==> config.mk <==
export PLATFORM = sky130hd
export DESIGN_NAME = sync_serial_port_spi
export DESIGN_NICKNAME = d
export VERILOG_FILES = /design/src/rtl/spi_port_pkg.sv /design/src/rtl/sync_serial_port_spi.sv /design/src/rtl/sync_stage.sv
export VERILOG_INCLUDE_DIRS = /design/src /design/src/rtl
export SDC_FILE = /design/constraint.sdc
export NUM_CORES = 1
export LEC_CHECK = 0
export BUFFER_PORTS_ARGS = -buffer_cell sky130_fd_sc_hd__buf_4
export CAP_MARGIN = 20
export CORE_MARGIN = 4
export CORE_UTILIZATION = 64
export CTS_CLUSTER_SIZE = 8
export DETAILED_ROUTE_END_ITERATION = 6
export PLACE_DENSITY = 0.84
export RECOVER_POWER = 100
export SLEW_MARGIN = 10
export SYNTH_ARGS = -nofsm -noshare
export SYNTH_HDL_FRONTEND = slang
export SYNTH_SLANG_ARGS = --single-unit
export TNS_END_PERCENT = 50
==> constraint.sdc <==
create_clock -name mclk -period 4.6 [get_ports mclk]
set_clock_uncertainty 0.1 [all_clocks]
set_input_delay 0.92 -clock mclk [delete_from_list [all_inputs] [get_ports mclk]]
set_output_delay 0.92 -clock mclk [all_outputs]
set_load 0.01 [all_outputs]
==> src/rtl/spi_port_cfg.svh <==
// register map, field positions, reset values and clock counts of the serial port
`ifndef SPI_PORT_CFG_SVH
`define SPI_PORT_CFG_SVH

`define CFG_ADDR_INT_CTRL 8'h0B
`define CFG_ADDR_FLAGS    8'h0C
`define CFG_ADDR_BUFFER   8'h13
`define CFG_ADDR_CONTROL  8'h14
`define CFG_ADDR_DIR_A    8'h85
`define CFG_ADDR_DIR_C    8'h87
`define CFG_ADDR_ENABLES  8'h8C
`define CFG_ADDR_STATUS   8'h94

`define CFG_RST_INT_CTRL  8'h00
`define CFG_RST_CONTROL   8'h00
`define CFG_RST_STATUS    8'h00
`define CFG_RST_DIR_A     6'h3F
`define CFG_RST_DIR_C     8'hFF
`define CFG_RST_BUFFER    8'h00

`define CFG_CTRL_COLL     7
`define CFG_CTRL_OVF      6
`define CFG_CTRL_EN       5
`define CFG_CTRL_POL      4
`define CFG_STAT_PHASE    7
`define CFG_STAT_CKE      6
`define CFG_STAT_BF       0
`define CFG_FLAG_PORT     3
`define CFG_ENA_PORT      3
`define CFG_DIR_C_SCK     3
`define CFG_DIR_C_DIN     4
`define CFG_DIR_C_DOUT    5
`define CFG_DIR_A_SS      5

`define CFG_LAST_BIT      4'h7
`define CFG_LAST_TOGGLE   5'h0F
`define CFG_HALF_DIV4     6'h01
`define CFG_HALF_DIV16    6'h07
`define CFG_HALF_DIV64    6'h1F

`endif

==> src/rtl/spi_port_pkg.sv <==
// types shared by the serial port design
package spi_port_pkg;

  typedef enum logic [3:0] {
    mode_master_div4   = 4'h0,
    mode_master_div16  = 4'h1,
    mode_master_div64  = 4'h2,
    mode_master_timer  = 4'h3,
    mode_slave_select  = 4'h4,
    mode_slave_free    = 4'h5,
    mode_wire_addr7    = 4'h6,
    mode_wire_addr10   = 4'h7,
    mode_wire_firmware = 4'hB,
    mode_wire_addr7_ev = 4'hE,
    mode_wire_addr10_ev = 4'hF
  } mode_type;

  typedef enum logic [1:0] {
    gen_idle = 2'b01,
    gen_run  = 2'b10
  } gen_state_type;

endpackage : spi_port_pkg

==> src/rtl/sync_serial_port_spi.sv <==
// serial port in its SPI role with register port and interrupt
//
// Local design decision: the address-and-strobe port.
`timescale 1ns/1ps
`include "spi_port_cfg.svh"

// Behaviour
// - enable hands pins to port, else released
// - clock idles at polarity bit level
// - two-wire mode: polarity zero holds clock low
// - eight bits shifted both ways per transfer
// - master drives clock, slave takes it in
// - edge select picks data change edge
// - rate only master, select only slave
// - select high resets slave logic in select mode only
module sync_serial_port_spi (
  input  wire logic       mclk,
  input  wire logic       reset_n,
  input  wire logic [7:0] addr,
  input  wire logic [7:0] wdata,
  input  wire logic       wr,
  input  wire logic       rd,
  output logic      [7:0] rdata,
  input  wire logic       timer_two_match,
  input  wire logic       sck_in,
  output logic            sck_out,
  output logic            sck_oe,
  input  wire logic       serial_in,
  output logic            serial_out,
  output logic            serial_out_oe,
  input  wire logic       slave_select_n,
  output logic            irq
);

  logic                        rst_meta;
  logic                        rst_n;
  logic                        sck_s;
  logic                        sdi_s;
  logic                        ss_n_s;
  logic [7:0]                  int_ctrl;
  logic                        port_ena;
  logic [5:0]                  dir_a;
  logic [7:0]                  dir_c;
  logic                        write_collision_flag;
  logic                        ovf;
  logic                        en;
  logic                        clock_idle_polarity;
  logic [3:0]                  mode;
  logic                        input_sample_phase;
  logic                        cke;
  logic                        bf;
  logic                        flag;
  logic [7:0]                  buffer;
  logic [7:0]                  tx;
  logic [7:0]                  rx;
  logic [3:0]                  cnt;
  spi_port_pkg::gen_state_type gen_state;
  logic [5:0]                  half_cnt;
  logic [4:0]                  toggles;
  logic                        active;
  logic                        sck_prev;

  // reset release through two flops, assertion stays asynchronous
  always_ff @(posedge mclk or negedge reset_n) begin
    if (!reset_n) begin
      rst_meta <= 1'b0;
      rst_n    <= 1'b0;
    end else begin
      rst_meta <= 1'b1;
      rst_n    <= rst_meta;
    end
  end

  sync_stage #(
    .WIDTH (3),
    .INIT  (3'h4)
  ) u_pin_sync (
    .clk   (mclk),
    .rst_n (rst_n),
    .d     ({slave_select_n, serial_in, sck_in}),
    .q     ({ss_n_s, sdi_s, sck_s})
  );

  logic is_master;
  logic is_slave;
  logic ss_ctrl;
  logic is_two_wire;
  logic spi_on;
  logic ss_hold;
  logic wr_buf;
  logic rd_buf;
  logic wr_ctrl;
  logic wr_flags;
  logic busy;

  assign is_master   = (mode[3:2] == 2'b00);
  assign ss_ctrl     = (mode == spi_port_pkg::mode_slave_select);
  assign is_slave    = ss_ctrl || (mode == spi_port_pkg::mode_slave_free);
  assign is_two_wire = (mode == spi_port_pkg::mode_wire_addr7) ||
                       (mode == spi_port_pkg::mode_wire_addr10) ||
                       (mode == spi_port_pkg::mode_wire_firmware) ||
                       (mode == spi_port_pkg::mode_wire_addr7_ev) ||
                       (mode == spi_port_pkg::mode_wire_addr10_ev);
  assign spi_on      = en && (is_master || is_slave);
  assign ss_hold     = spi_on && ss_ctrl && ss_n_s;
  assign wr_buf      = wr && (addr == `CFG_ADDR_BUFFER);
  assign rd_buf      = rd && (addr == `CFG_ADDR_BUFFER);
  assign wr_ctrl     = wr && (addr == `CFG_ADDR_CONTROL);
  assign wr_flags    = wr && (addr == `CFG_ADDR_FLAGS);
  assign busy        = is_master ? (gen_state == spi_port_pkg::gen_run) : (cnt != 4'h0);

  // master clock generator
  spi_port_pkg::gen_state_type next_gen_state;
  logic [5:0]                  next_half_cnt;
  logic [4:0]                  next_toggles;
  logic                        next_active;
  logic                        lead_m;
  logic                        trail_m;
  logic [5:0]                  half_limit;
  logic                        step;

  always_comb begin
    case (mode)
      spi_port_pkg::mode_master_div4:  half_limit = `CFG_HALF_DIV4;
      spi_port_pkg::mode_master_div16: half_limit = `CFG_HALF_DIV16;
      default:                         half_limit = `CFG_HALF_DIV64;
    endcase
    step = (mode == spi_port_pkg::mode_master_timer) ? timer_two_match :
           (half_cnt == half_limit);
    next_gen_state = gen_state;
    next_half_cnt  = half_cnt;
    next_toggles   = toggles;
    next_active    = active;
    lead_m         = 1'b0;
    trail_m        = 1'b0;
    case (gen_state)
      spi_port_pkg::gen_idle: begin
        next_active = 1'b0;
        if (spi_on && is_master && wr_buf) begin
          next_gen_state = spi_port_pkg::gen_run;
          next_half_cnt  = 6'h00;
          next_toggles   = 5'h00;
        end
      end
      spi_port_pkg::gen_run: begin
        if (step) begin
          next_half_cnt = 6'h00;
          next_active   = !active;
          lead_m        = !active;
          trail_m       = active;
          next_toggles  = toggles + 5'h01;
          if (toggles == `CFG_LAST_TOGGLE) begin
            next_gen_state = spi_port_pkg::gen_idle;
          end
        end else begin
          next_half_cnt = half_cnt + 6'h01;
        end
      end
      default: begin
        next_gen_state = spi_port_pkg::gen_idle;
      end
    endcase
    if (!spi_on || !is_master) begin
      next_gen_state = spi_port_pkg::gen_idle;
      next_active    = 1'b0;
    end
  end

  // shift engine, fed by generator or by the partner's clock
  logic       lead;
  logic       trail;
  logic       sample;
  logic       change;
  logic       done;
  logic       collision_set;
  logic [7:0] next_tx;
  logic [7:0] next_rx;
  logic [3:0] next_cnt;

  always_comb begin
    if (is_master) begin
      lead  = lead_m;
      trail = trail_m;
    end else begin
      lead  = is_slave && (sck_s ^ clock_idle_polarity) &&
              !(sck_prev ^ clock_idle_polarity);
      trail = is_slave && !(sck_s ^ clock_idle_polarity) &&
              (sck_prev ^ clock_idle_polarity);
    end
    lead     = lead && spi_on && !ss_hold;
    trail    = trail && spi_on && !ss_hold;
    sample   = cke ? lead : trail;
    change   = cke ? trail : lead;
    next_tx  = tx;
    next_rx  = rx;
    next_cnt = cnt;
    done     = 1'b0;
    collision_set = 1'b0;
    if (wr_buf && spi_on) begin
      if (busy) begin
        collision_set = 1'b1;
      end else begin
        next_tx  = wdata;
        next_cnt = 4'h0;
      end
    end else begin
      // first bit is already on the line before the first change edge
      if (change && !(!cke && cnt == 4'h0)) begin
        next_tx = {tx[6:0], 1'b0};
      end
      if (sample) begin
        next_rx = {rx[6:0], sdi_s};
        if (cnt == `CFG_LAST_BIT) begin
          next_cnt = 4'h0;
          done     = 1'b1;
        end else begin
          next_cnt = cnt + 4'h1;
        end
      end
    end
    if (!spi_on || ss_hold) begin
      next_cnt = 4'h0;
    end
  end

  // registers, status and pins
  logic [7:0] next_int_ctrl;
  logic       next_port_ena;
  logic [5:0] next_dir_a;
  logic [7:0] next_dir_c;
  logic       next_write_collision_flag;
  logic       next_ovf;
  logic       next_en;
  logic       next_clock_idle_polarity;
  logic [3:0] next_mode;
  logic       next_input_sample_phase;
  logic       next_cke;
  logic       next_bf;
  logic       next_flag;
  logic [7:0] next_buffer;
  logic [7:0] next_rdata;
  logic       next_sck_out;
  logic       next_sck_oe;
  logic       next_serial_out_oe;
  logic       next_irq;
  logic       ovf_set;

  always_comb begin
    next_int_ctrl = int_ctrl;
    next_port_ena = port_ena;
    next_dir_a    = dir_a;
    next_dir_c    = dir_c;
    next_en       = en;
    next_clock_idle_polarity = clock_idle_polarity;
    next_mode     = mode;
    next_input_sample_phase = input_sample_phase;
    next_cke      = cke;
    if (wr && addr == `CFG_ADDR_INT_CTRL) next_int_ctrl = wdata;
    if (wr && addr == `CFG_ADDR_ENABLES) next_port_ena = wdata[`CFG_ENA_PORT];
    if (wr && addr == `CFG_ADDR_DIR_A) next_dir_a = wdata[5:0];
    if (wr && addr == `CFG_ADDR_DIR_C) next_dir_c = wdata;
    if (wr_ctrl) begin
      next_en   = wdata[`CFG_CTRL_EN];
      next_clock_idle_polarity = wdata[`CFG_CTRL_POL];
      next_mode = wdata[3:0];
    end
    if (wr && addr == `CFG_ADDR_STATUS) begin
      next_input_sample_phase = wdata[`CFG_STAT_PHASE];
      next_cke = wdata[`CFG_STAT_CKE];
    end
    // hardware set wins over a software clear in the same cycle
    ovf_set     = done && is_slave && bf;
    next_write_collision_flag = collision_set ||
                                (wr_ctrl ? wdata[`CFG_CTRL_COLL] : write_collision_flag);
    next_ovf    = ovf_set || (wr_ctrl ? wdata[`CFG_CTRL_OVF] : ovf);
    next_buffer = (done && !ovf_set) ? next_rx : buffer;
    next_bf     = (done && !ovf_set) || (bf && !rd_buf);
    next_flag   = done || (flag && !(wr_flags && wdata[`CFG_FLAG_PORT]));
    next_irq    = flag && port_ena;
    next_rdata  = 8'h00;
    if (rd) begin
      case (addr)
        `CFG_ADDR_INT_CTRL: next_rdata = int_ctrl;
        `CFG_ADDR_FLAGS:    next_rdata = {4'h0, flag, 3'h0};
        `CFG_ADDR_BUFFER:   next_rdata = buffer;
        `CFG_ADDR_CONTROL:  next_rdata = {write_collision_flag, ovf, en,
                                          clock_idle_polarity, mode};
        `CFG_ADDR_DIR_A:    next_rdata = {2'h0, dir_a};
        `CFG_ADDR_DIR_C:    next_rdata = dir_c;
        `CFG_ADDR_ENABLES:  next_rdata = {4'h0, port_ena, 3'h0};
        `CFG_ADDR_STATUS:   next_rdata = {input_sample_phase, cke, 5'h00, bf};
        default:            next_rdata = 8'h00;
      endcase
    end
    next_sck_oe = en && ((is_master && !dir_c[`CFG_DIR_C_SCK]) ||
                         (is_two_wire && !clock_idle_polarity));
    next_sck_out = is_two_wire ? 1'b0 : (clock_idle_polarity ^ next_active);
    next_serial_out_oe = spi_on && !dir_c[`CFG_DIR_C_DOUT] &&
                         !(ss_ctrl && ss_n_s);
  end

  always_ff @(posedge mclk or negedge rst_n) begin
    if (!rst_n) begin
      int_ctrl      <= `CFG_RST_INT_CTRL;
      port_ena      <= 1'b0;
      dir_a         <= `CFG_RST_DIR_A;
      dir_c         <= `CFG_RST_DIR_C;
      write_collision_flag <= 1'b0;
      ovf           <= 1'b0;
      en            <= 1'b0;
      clock_idle_polarity  <= 1'b0;
      mode          <= 4'h0;
      input_sample_phase   <= 1'b0;
      cke           <= 1'b0;
      bf            <= 1'b0;
      flag          <= 1'b0;
      buffer        <= `CFG_RST_BUFFER;
      tx            <= 8'h00;
      rx            <= 8'h00;
      cnt           <= 4'h0;
      gen_state     <= spi_port_pkg::gen_idle;
      half_cnt      <= 6'h00;
      toggles       <= 5'h00;
      active        <= 1'b0;
      sck_prev      <= 1'b0;
      rdata         <= 8'h00;
      sck_out       <= 1'b0;
      sck_oe        <= 1'b0;
      serial_out    <= 1'b0;
      serial_out_oe <= 1'b0;
      irq           <= 1'b0;
    end else begin
      int_ctrl      <= next_int_ctrl;
      port_ena      <= next_port_ena;
      dir_a         <= next_dir_a;
      dir_c         <= next_dir_c;
      write_collision_flag <= next_write_collision_flag;
      ovf           <= next_ovf;
      en            <= next_en;
      clock_idle_polarity  <= next_clock_idle_polarity;
      mode          <= next_mode;
      input_sample_phase   <= next_input_sample_phase;
      cke           <= next_cke;
      bf            <= next_bf;
      flag          <= next_flag;
      buffer        <= next_buffer;
      tx            <= next_tx;
      rx            <= next_rx;
      cnt           <= next_cnt;
      gen_state     <= next_gen_state;
      half_cnt      <= next_half_cnt;
      toggles       <= next_toggles;
      active        <= next_active;
      sck_prev      <= sck_s;
      rdata         <= next_rdata;
      sck_out       <= next_sck_out;
      sck_oe        <= next_sck_oe;
      serial_out    <= next_tx[7];
      serial_out_oe <= next_serial_out_oe;
      irq           <= next_irq;
    end
  end
endmodule : sync_serial_port_spi

==> src/rtl/sync_stage.sv <==
// two flip-flop synchroniser for inputs from outside the clock domain
`timescale 1ns/1ps
module sync_stage #(
  parameter int              WIDTH = 1,
  parameter logic [WIDTH-1:0] INIT = '0
) (
  input  wire logic             clk,
  input  wire logic             rst_n,
  input  wire logic [WIDTH-1:0] d,
  output logic      [WIDTH-1:0] q
);

  logic [WIDTH-1:0] meta;

  always_ff @(posedge clk or negedge rst_n) begin
    if (!rst_n) begin
      meta <= INIT;
      q    <= INIT;
    end else begin
      meta <= d;
      q    <= meta;
    end
  end

endmodule : sync_stage
-- After elaboration in Yosys (flattened, before gate mapping)
Cells that the tools add are included.
- register bits after elaboration: 98
- add/subtract/negate cells: 3
- equality and inequality tests: 29
- mux-type cells: 45
- bitwise logic cells: 3
- reduce and logical (&&, ||, !) cells: 78
- operator list (kind ; count):
    $pmux 8 s8 ; 1
    $mux 8 ; 6
    $logic_and 1x1->1 ; 38
    $eq 8x8->1 const B ; 4
    $eq 4x3->1 const B ; 5
    $mux 1 ; 20
    $mux 4 ; 5
    $pmux 5 s2 ; 2
    $eq 8x4->1 const B ; 2
    $eq 8x5->1 const B ; 2
    $logic_not 1->1 ; 15
    $logic_or 1x1->1 ; 13
    $eq 4x4->1 const B ; 3
    $mux 6 ; 2
    $pmux 6 s2 ; 1
    $mux 5 ; 2
    $logic_not 4->1 ; 2
    $mux 2 ; 4
    $add 6x1->6 const B ; 1
    $eq 6x6->1 ; 1
    $ne 2x2->1 const B ; 3
    $ne 3x2->1 const B ; 2
    $reduce_and 2->1 ; 3
    $reduce_and 3->1 ; 2
    16 further kinds ; 19

-- Depth between registers and ports, before layout
Gate-level depths: netlist of the first run.
- depth in word-level cells: 17
- mapped depth: 12
- mapped depth without buffers: 10

-- By module
Synthesis of the first run repeated with hierarchy kept, for this count alone.
- cells, all modules: 431
- area, all modules: 4825.9 µm²
- modules (own cells, without submodules) (module ; times used ; cells each ; area each (µm²) ; seq. area each (µm²)):
    sync_serial_port_spi ; 1 ; 425 ; 4673.2 ; 2296.0
    sync_stage ; 1 ; 6 ; 152.6 ; 152.6

-- Worst setup path after synthesis of the first run
OpenSTA, ideal clock, no wires.
- path kind: flip-flop to flip-flop
- start: register mode[1]
- end: register buffer[0]
- data arrival time: 2.568 ns
- data required time: 4.375 ns
- slack: 1.807 ns
- stages on the path, launching flop included: 12
- path buffers: 1
- clock period less this slack: 2.793 ns
- path through: dfrtp_1 > clkbuf_1 > a211oi_1 > o221ai_1 > o21ai_2 > ha_1 > nand4bb_1 > and2_1 > a32oi_1 > nand4_1 > nand3b_4 > mux2_2
- longest elaborated chain between the ends: 16
- ends and longest elaborated chain (what ; line ; RTL):
    start: declaration ; sync_serial_port_spi.sv:48 ; logic [3:0] mode;
    start signal: assignment ; sync_serial_port_spi.sv:341 ; mode <= next_mode;
    $eq 4x1->1 / $logic_not 4->1 (equally long branches) ; sync_serial_port_spi.sv:123 ; case (mode)
    $pmux 5 s2 ; sync_serial_port_spi.sv:123 ;
    $eq 6x6->1 ; sync_serial_port_spi.sv:129 ; (half_cnt == half_limit);
    $mux 1 ; sync_serial_port_spi.sv:128 ; step = (mode == spi_port_pkg::mode_master_timer) ? timer_two_match :
    $mux 1 ; sync_serial_port_spi.sv:146 ; if (step) begin
    $mux 1 ; sync_serial_port_spi.sv:136 ; case (gen_state)
    $mux 1 ; sync_serial_port_spi.sv:181 ; if (is_master) begin
    $logic_and 1x1->1, on equally long branches (2 in series) ; sync_serial_port_spi.sv:191, sync_serial_port_spi.sv:190 ;
    $mux 1 ; sync_serial_port_spi.sv:192 ; sample = cke ? lead : trail;
    $mux 1 ; sync_serial_port_spi.sv:211 ; if (sample) begin
    $mux 1 ; sync_serial_port_spi.sv:199 ; if (wr_buf && spi_on) begin
    $logic_and 1x1->1 (2 in series) ; sync_serial_port_spi.sv:272 ; ovf_set = done && is_slave && bf;
    $logic_not 1->1 ; sync_serial_port_spi.sv:276 ; next_buffer = (done && !ovf_set) ? next_rx : buffer;
    $logic_and 1x1->1 ; sync_serial_port_spi.sv:276 ;
    end signal: assignment ; sync_serial_port_spi.sv:317 ; buffer <= `CFG_RST_BUFFER;
    end signal: assignment ; sync_serial_port_spi.sv:346 ; buffer <= next_buffer;
    end: declaration ; sync_serial_port_spi.sv:53 ; logic [7:0] buffer;
Parallel ways exist; a longest one is shown, timed or not.
A chain may end at the register's enable or synchronous reset.

-- Worst setup path in the final report of the first run
- start: register mode[2]
- end: register buffer[2]
Same word-level chain as after synthesis.

==> results of run 1 <==
-- cells in the mapped netlist, drive strengths merged (5+ instances only) --
cell	number
ha	9
nor3b	7
inv	16
o21ai	14
mux2	64
nand2	31
nor2	18
nor3	6
a22oi	14
dfrtp	80
and3b	5
a21oi	15
nand3	10
dfstp	17
a31oi	8
clkbuf	7
or3	7
-- metal layers --
layer | vias to the layer above | routed length (microns)
met3 | 18 | 529
met4 | 0 | 213
met1 | 1675 | 4330
li1 | 1527 | -
met2 | 112 | 4820
met5 | - | 0
-- power by group --
part	switching [uW]	internal, uW	total, uW
logic	43.4	34.8	78.3
registers	23.3	877	901
clock network	334	217	551
total	401	1130	1530
-- sequential cells by signal, indices dropped and copies added, names as in the netlist, 2 cells and up --
name             count
gen_state            2
mode                 4
buffer               8
u_pin_sync.q         3
toggles              5
dir_a                6
cnt                  4
int_ctrl             8
rx                   7
tx                   8
u_pin_sync.meta      3
dir_c                8
rdata                8
half_cnt             6
-- kinds of logic (layout without fill, tap and decap cells) --
family	after synthesis	count (layout)	synth area share [%]
other	1	1	0.0818
xor gates and xnor gates	1	1	0.191
AOI/OAI and AO/OA	80	80	12.0
muxes	68	68	16.6
and+or+nand+nor	109	109	13.0
DFF	97	97	53.4
buffers and inverters	26	70	2.21
adders and majority gates	9	9	2.46
-- cell type report --
cell class	count	area, sq um
Inverter	16	60.1
Sequential cell	97	2450
Tap cell	96	120
Multi-Input combinational cell	268	2010
Clock inverter	7	81.3
Clock buffer	9	124
Fill cell	496	1810
Timing Repair Buffer	38	219
-- metrics by stage --
step,instances,cell area [sq um],total power (uW),worst slack (ns)
6_report,531,5060,1530,0.769
2_1_floorplan,391,4580,956,1.63
3_5_place_dp,515,4950,999,0.875
3_3_place_gp,515,4950,995,1.00
5_1_grt,531,5060,1590,0.410
4_1_cts,531,5150,1540,1.00
-- final timing paths --
path | end | slack, ns | depth (start not counted)
min in group mclk | u_pin_sync.q[2]$_DFF_PN1_ | 0.26 | 0
worst max register to register | buffer[2]$_DFFE_PN0P_ | 0.77 | 10
worst min register to register | u_pin_sync.q[2]$_DFF_PN1_ | 0.26 | 0
worst max-delay path | buffer[2]$_DFFE_PN0P_ | 0.77 | 10
worst min-delay path | rst_meta$_DFF_PN0_ | 0.20 | 1
max in group asynchronous | sck_oe$_DFF_PN0_ | 1.82 | 1
==> flow_metrics.py, run 1 <==
metrics = {
    "layout": {
        "final_core_util_pct": 73.7,
        "syn_to_final_growth_pct": 10.5,
        "layout_common_cells": "80 x dfrtp_1, 63 x mux2_2, 31 x nand2_1",
        "antennaDiodeCount": 0,
        "nets": 463,
        "drive_above_1_share_pct": 27.8,
        "final_common_cell": "dfrtp_1",
    },
    "power_and_ir_drop": {
        "power_leakage_uw": 0.00231,
        "p_per_area_nw_per_um2": 302,
        "vdd_ir_drop_max_v": 0.000241,
    },
    "synthesis": {
        "ys_seq_elements": 97,
        "ys_seq_area_share_pct": 53.4,
        "syn_nets": 424,
        "synth-edff-count": 0,
        "syn_inst": 391,
        "syn_area_per_cell_sq_um": 11.7,
        "synthTopCellsByArea": "dfrtp_1 44%, mux2_2 16%, dfstp_2 9.7%, nand2_1 2.5%, ha_1 2.5%",
        "ys.flop_type": "dfrtp_1",
        "synth_cell_types": 57,
        "yosysTopAreaCell": "dfrtp_1",
        "synth_top_area_share_pct": 43.7,
        "synth_warnings": 0,
        "async_flop_share_pct": 100,
        "syn-cell-area_sq_um": 4580,
    },
    "hold_path": {
        "hp-class": "in -> async",
    },
    "cts": {
        "cts_setup_buffers": 0,
        "holdBufCountCts": 0,
        "cts_buffers": 9,
        "cts.clk_slew.worst_paths_ns": 0.11,
        "cts_tree": "done",
        "clkLatencyLatePin_ns": 0.38,
        "clockBufferDepth": 2,
        "numClockSinks": 97,
        "cts_root_buf": "clkbuf_8",
        "h-tree-depth": 3,
        "ctsResizeCount": 0,
    },
    "worst_setup_path": {
        "critPathRequiredTime_ns": 4.77,
        "crit_family": "simple AND/OR/NAND/NOR gates",
        "reg2reg_from": "mode[2]$_DFFE_PN0P_",
        "path_class": "reg -> reg",
        "crit_slowest_cell": "nand3b_1",
        "crit_path_start_kind": "flip-flop",
        "critPathCaptureType": "flip-flop",
        "worstPathMaxFanout": 13,
        "arrival_ns": 4.00,
        "crit_path_max_incr_delay_ns": 0.58,
        "path_buf_inv": 0,
        "path_cells": "a211oi_1, o221ai_1, o21ai_2, ha_1, nand4bb_1, and2_0, a32oi_1, nand4_1, nand3b_1, mux2_2",
        "critPathLaunch": "mode[2]$_DFFE_PN0P_",
    },
    "grt": {
        "antenna_found_initial": 0,
        "gr-usage-met1_pct": 34.0,
        "grt_use_met3_pct": 4.47,
        "track_usage_pct": 24.4,
        "met2_usage_pct": 38.9,
        "grt_pass1_wl_mm": 16.1,
        "grt_max_degree": 56,
        "grt_overflow": 0,
        "grt_pass1_vias": 3168,
        "grt_busiest_layer": "met2",
    },
    "routing": {
        "dr.first_iter.drc_count": 165,
        "drc_errors": 0,
        "viasPerCell": 6.27,
        "routedWlPerCell_microns": 18.6,
        "drt_wl_total_mm": 9.90,
        "ant_nets": 0,
        "drt-pass1-iter-count": 5,
        "vias": 3332,
    },
    "timing": {
        "finalCriticalPeriod_ns": 3.83,
        "fin_crit_sh_pct": 83.3,
        "worst_pin_slew_ns": 1.56,
        "fin_tns_setup_ns": 0,
        "holdWs_ns": 0.203,
        "finalHoldViolations": 0,
        "maxSlewHeadroom_pct": -3.77,
        "slew_violations": 42,
        "setup_viol": 0,
        "rsz0062_at_grt": "no",
        "timing.fmax_mhz": 261,
    },
    "die": {
        "fp.dieW_microns": 92.6,
        "start_util_pct": 66.7,
        "dieHeight_microns": 92.6,
        "die_area_sq_um": 8580,
        "ios": 37,
        "num_rows": 30,
        "core_sq_um": 6870,
    },
    "placement": {
        "hpwl_mm": 7.14,
        "gp_congestion": 0.912,
        "io_buffers": 36,
    },
    "run": {
        "maxCapViolations": 1,
    },
    "outcome": {
        "violations": "max-capacitance violations, max-slew violations",
        "status": "finished with violations",
    },
}
Power figures use the tool's default switching activity.
==> run 2: changes to the inputs <==
--- a/config.mk
+++ b/config.mk
@@ -6,13 +6,14 @@
 export SDC_FILE = /design/constraint.sdc
 export NUM_CORES = 1
 export LEC_CHECK = 0
+export ABC_AREA = 1
 export BUFFER_PORTS_ARGS = -buffer_cell sky130_fd_sc_hd__buf_4
 export CAP_MARGIN = 20
 export CORE_MARGIN = 4
-export CORE_UTILIZATION = 64
+export CORE_UTILIZATION = 60
 export CTS_CLUSTER_SIZE = 8
 export DETAILED_ROUTE_END_ITERATION = 6
-export PLACE_DENSITY = 0.84
+export PLACE_DENSITY = 0.8
 export RECOVER_POWER = 100
 export SLEW_MARGIN = 10
 export SYNTH_ARGS = -nofsm -noshare
==> constraint.sdc (replaced) <==
create_clock -name mclk -period 3.6 [get_ports mclk]
set_clock_uncertainty 0.1 [all_clocks]
set_input_delay 0.72 -clock mclk [delete_from_list [all_inputs] [get_ports mclk]]
set_output_delay 0.72 -clock mclk [all_outputs]
set_load 0.01 [all_outputs]
==> run 2 against run 1 <==
Effect of this change: the run still ends with max-capacitance violations, max-slew violations left; fmax rose by 32%; utilization fell by 6.2 points; routed wire length rose by 13%; critical path type unchanged; largest power group unchanged; highest routed layer unchanged.
==> flow_metrics.py, run 2 <==
metrics = {
    "power_and_ir_drop": {
        "combPwrFrac_pct": 8.7,
        "vdd_ir_drop_max_v": 0.000285,
        "internal-power_uw": 1550,
        "power_leakage_uw": 0.00255,
        "clkPwrFrac_pct": 33.4,
        "p_sw_uw": 545,
        "p_sw_share_pct": 26.0,
        "p_per_area_nw_per_um2": 394,
        "p_seq_share_pct": 57.8,
    },
    "timing": {
        "slew_violations": 57,
        "maxSlewHeadroom_pct": -41.8,
        "finalHoldViolations": 0,
        "timing.fmax_mhz": 344,
        "worst_pin_slew_ns": 2.13,
        "fin_tns_setup_ns": 0,
        "finalCriticalPeriod_ns": 2.91,
        "setup_viol": 0,
        "finalWorstSetupSlack_ns": 0.690,
        "fin_crit_sh_pct": 80.8,
        "holdWs_ns": 0.257,
        "rsz0062_at_grt": "no",
    },
    "synthesis": {
        "synthTopCellsByArea": "dfrtp_1 41%, nand2_1 14%, dfstp_2 9.0%, o21ai_0 3.7%, nand3_1 3.6%",
        "synth_top_area_share_pct": 41.0,
        "synth_top_family_by_area": "simple AND/OR/NAND/NOR gates",
        "synthTopCellsByCount": "185 x nand2_1, 81 x dfrtp_1, 45 x inv_1, 37 x o21ai_0, 36 x nand3_1",
        "syn_inst": 582,
        "synth_warnings": 0,
        "syn_area_per_cell_sq_um": 8.50,
        "yosys.area_share.adder_pct": 2.28,
        "async_flop_share_pct": 100,
        "syn_nets": 615,
        "ys_seq_elements": 98,
        "yosysTopAreaCell": "dfrtp_1",
        "synth_cell_types": 43,
        "synth-simple-area-share_pct": 30.9,
        "synthMuxAreaShare_pct": 0,
        "synth-edff-count": 0,
        "syn-cell-area_sq_um": 4950,
        "synth_compound_area_share_pct": 10.8,
        "ys.flop_type": "dfrtp_1",
        "ys_seq_area_share_pct": 50.0,
        "yosysMostFrequentCell": "nand2_1",
        "synth_xor_area_share_pct": 0,
    },
    "routing": {
        "drt_wl_total_mm": 11.1,
        "dr.first_iter.drc_count": 262,
        "vias": 4093,
        "viasPerCell": 5.63,
        "drc_errors": 0,
        "drt-pass1-iter-count": 5,
        "routedWlPerCell_microns": 15.3,
        "ant_nets": 0,
    },
    "layout": {
        "final_common_cell": "nand2_1",
        "design_area_sq_um": 5320,
        "nets": 653,
        "antennaDiodeCount": 0,
        "drive_above_1_share_pct": 14.1,
        "final_core_util_pct": 67.5,
        "syn_to_final_growth_pct": 7.64,
        "layout_common_cells": "193 x nand2_1, 81 x dfrtp_1, 47 x inv_1, 47 x o21ai_0, 37 x nand3_1",
    },
    "placement": {
        "io_buffers": 36,
        "hpwl_mm": 8.33,
        "gp_congestion": 0.908,
        "placed_area_sq_um": 5270,
        "pre_cts_slack_ns": 0.861,
    },
    "die": {
        "core_sq_um": 7890,
        "start_util_pct": 62.7,
        "fp.dieW_microns": 98.8,
        "dieHeight_microns": 98.8,
        "ios": 37,
        "num_rows": 32,
        "die_area_sq_um": 9760,
    },
    "grt": {
        "grt_overflow": 0,
        "antenna_found_initial": 0,
        "grt_pass1_vias": 3901,
        "grt_pass1_wl_mm": 18.7,
        "grt_max_degree": 57,
        "track_usage_pct": 23.9,
    },
    "outcome": {
        "status": "finished with violations",
        "violations": "max-capacitance violations, max-slew violations",
    },
    "hold_path": {
        "min_from": "u_pin_sync.meta[1]$_DFF_PN0_",
        "holdPathEnd": "u_pin_sync.q[1]$_DFF_PN0_",
        "hp-class": "reg -> reg",
        "whs_path_depth": 0,
    },
    "cts": {
        "cts_tree": "done",
        "ctsResizeCount": 0,
        "cts_setup_buffers": 0,
        "cts_buffers": 9,
        "cts_root_buf": "clkbuf_8",
        "clockBufferDepth": 2,
        "cts.clk_slew.worst_paths_ns": 0.09,
        "clkLatencyLatePin_ns": 0.36,
        "h-tree-depth": 3,
        "numClockSinks": 98,
    },
    "worst_setup_path": {
        "reg2reg_to": "cnt[0]$_DFFE_PN0P_",
        "arrival_ns": 3.05,
        "critPathRequiredTime_ns": 3.74,
        "rr_worst_depth": 15,
        "rrSetupSlack_ns": 0.69,
        "reg2reg_from": "mode[2]$_DFFE_PN0P_",
        "crit_path_start_kind": "flip-flop",
        "worstPathMaxFanout": 13,
        "critPathCaptureType": "flip-flop",
        "path_class": "reg -> reg",
    },
    "run": {
        "maxCapViolations": 1,
    },
}
-- run 2: power groups by stage --
stage               logic, uW  registers [uW]  clock network [uW]
floorplan                 128            1230                   0
global placement          182            1230                   0
detailed placement        192            1230                   0
CTS                       192            1210                 719
global route              207            1220                 781
finish                    183            1210                 701
-- run 2: cell families after synthesis --
family,count (synthesis)
other,1
buffers and inverters,66
AOI/OAI and AO/OA,91
and+or+nand+nor,317
adders and majority gates,9
DFF,98
-- run 2: metal layers --
metal  vias up  part of all wire [%]  GRT usage [%]
li1       1983                     -              -
met1      1932                    43           33.2
met2       160                    48           37.9
met3        18                   6.7           5.45
met4         0                   1.5           7.14
met5         -                     0              0
-- run 2: final cells by class --
cell class	count	area, sq um
inverter	54	203
timing repair buffer	39	233
multi-input combinational	418	2090
clock inverter	6	65.1
clock buffer	10	128
tap	102	128
sequential	98	2470
fill	678	2560
-- run 2: stage by stage --
stage	power [uW]	cells
floorplan	1360	582
detailed placement	1430	710
global route	2210	727
CTS	2120	726
finish	2100	727
global placement	1410	710
-- run 2: worst max-delay path by stage --
stage	start	to	slack (ns)	cells past startpoint
final	mode[2]$_DFFE_PN0P_	cnt[0]$_DFFE_PN0P_	0.69	15
after global routing	mode[2]$_DFFE_PN0P_	cnt[0]$_DFFE_PN0P_	0.46	17
after detailed placement	addr[6]	tx[3]$_DFFE_PN0P_	0.86	11
after CTS	mode[2]$_DFFE_PN0P_	cnt[0]$_DFFE_PN0P_	0.97	15
after global placement	addr[6]	tx[1]$_DFFE_PN0P_	0.98	11
after floorplan	rst_n$_DFF_PN0_	active$_DFF_PN0_	0.60	0
-- run 2: worst max-delay path, stage by stage (launching register included) --
cell	delay (ns)
dfrtp_1	0.48
nor2_1	0.38
a21oi_1	0.11
o21ai_0	0.20
inv_1	0.07
nand2_1	0.11
nand2_1	0.12
ha_1	0.20
nand2_1	0.06
nand2_1	0.08
nand2_1	0.17
nand2_4	0.13
nand3_4	0.22
nand3_1	0.20
nand2_1	0.10
nand2_1	0.06
-- run 2: repair_timing --
item	CTS	global route
setup endpoints to repair	0	0
hold buffers	0	1
hold endpoints to repair	0	2
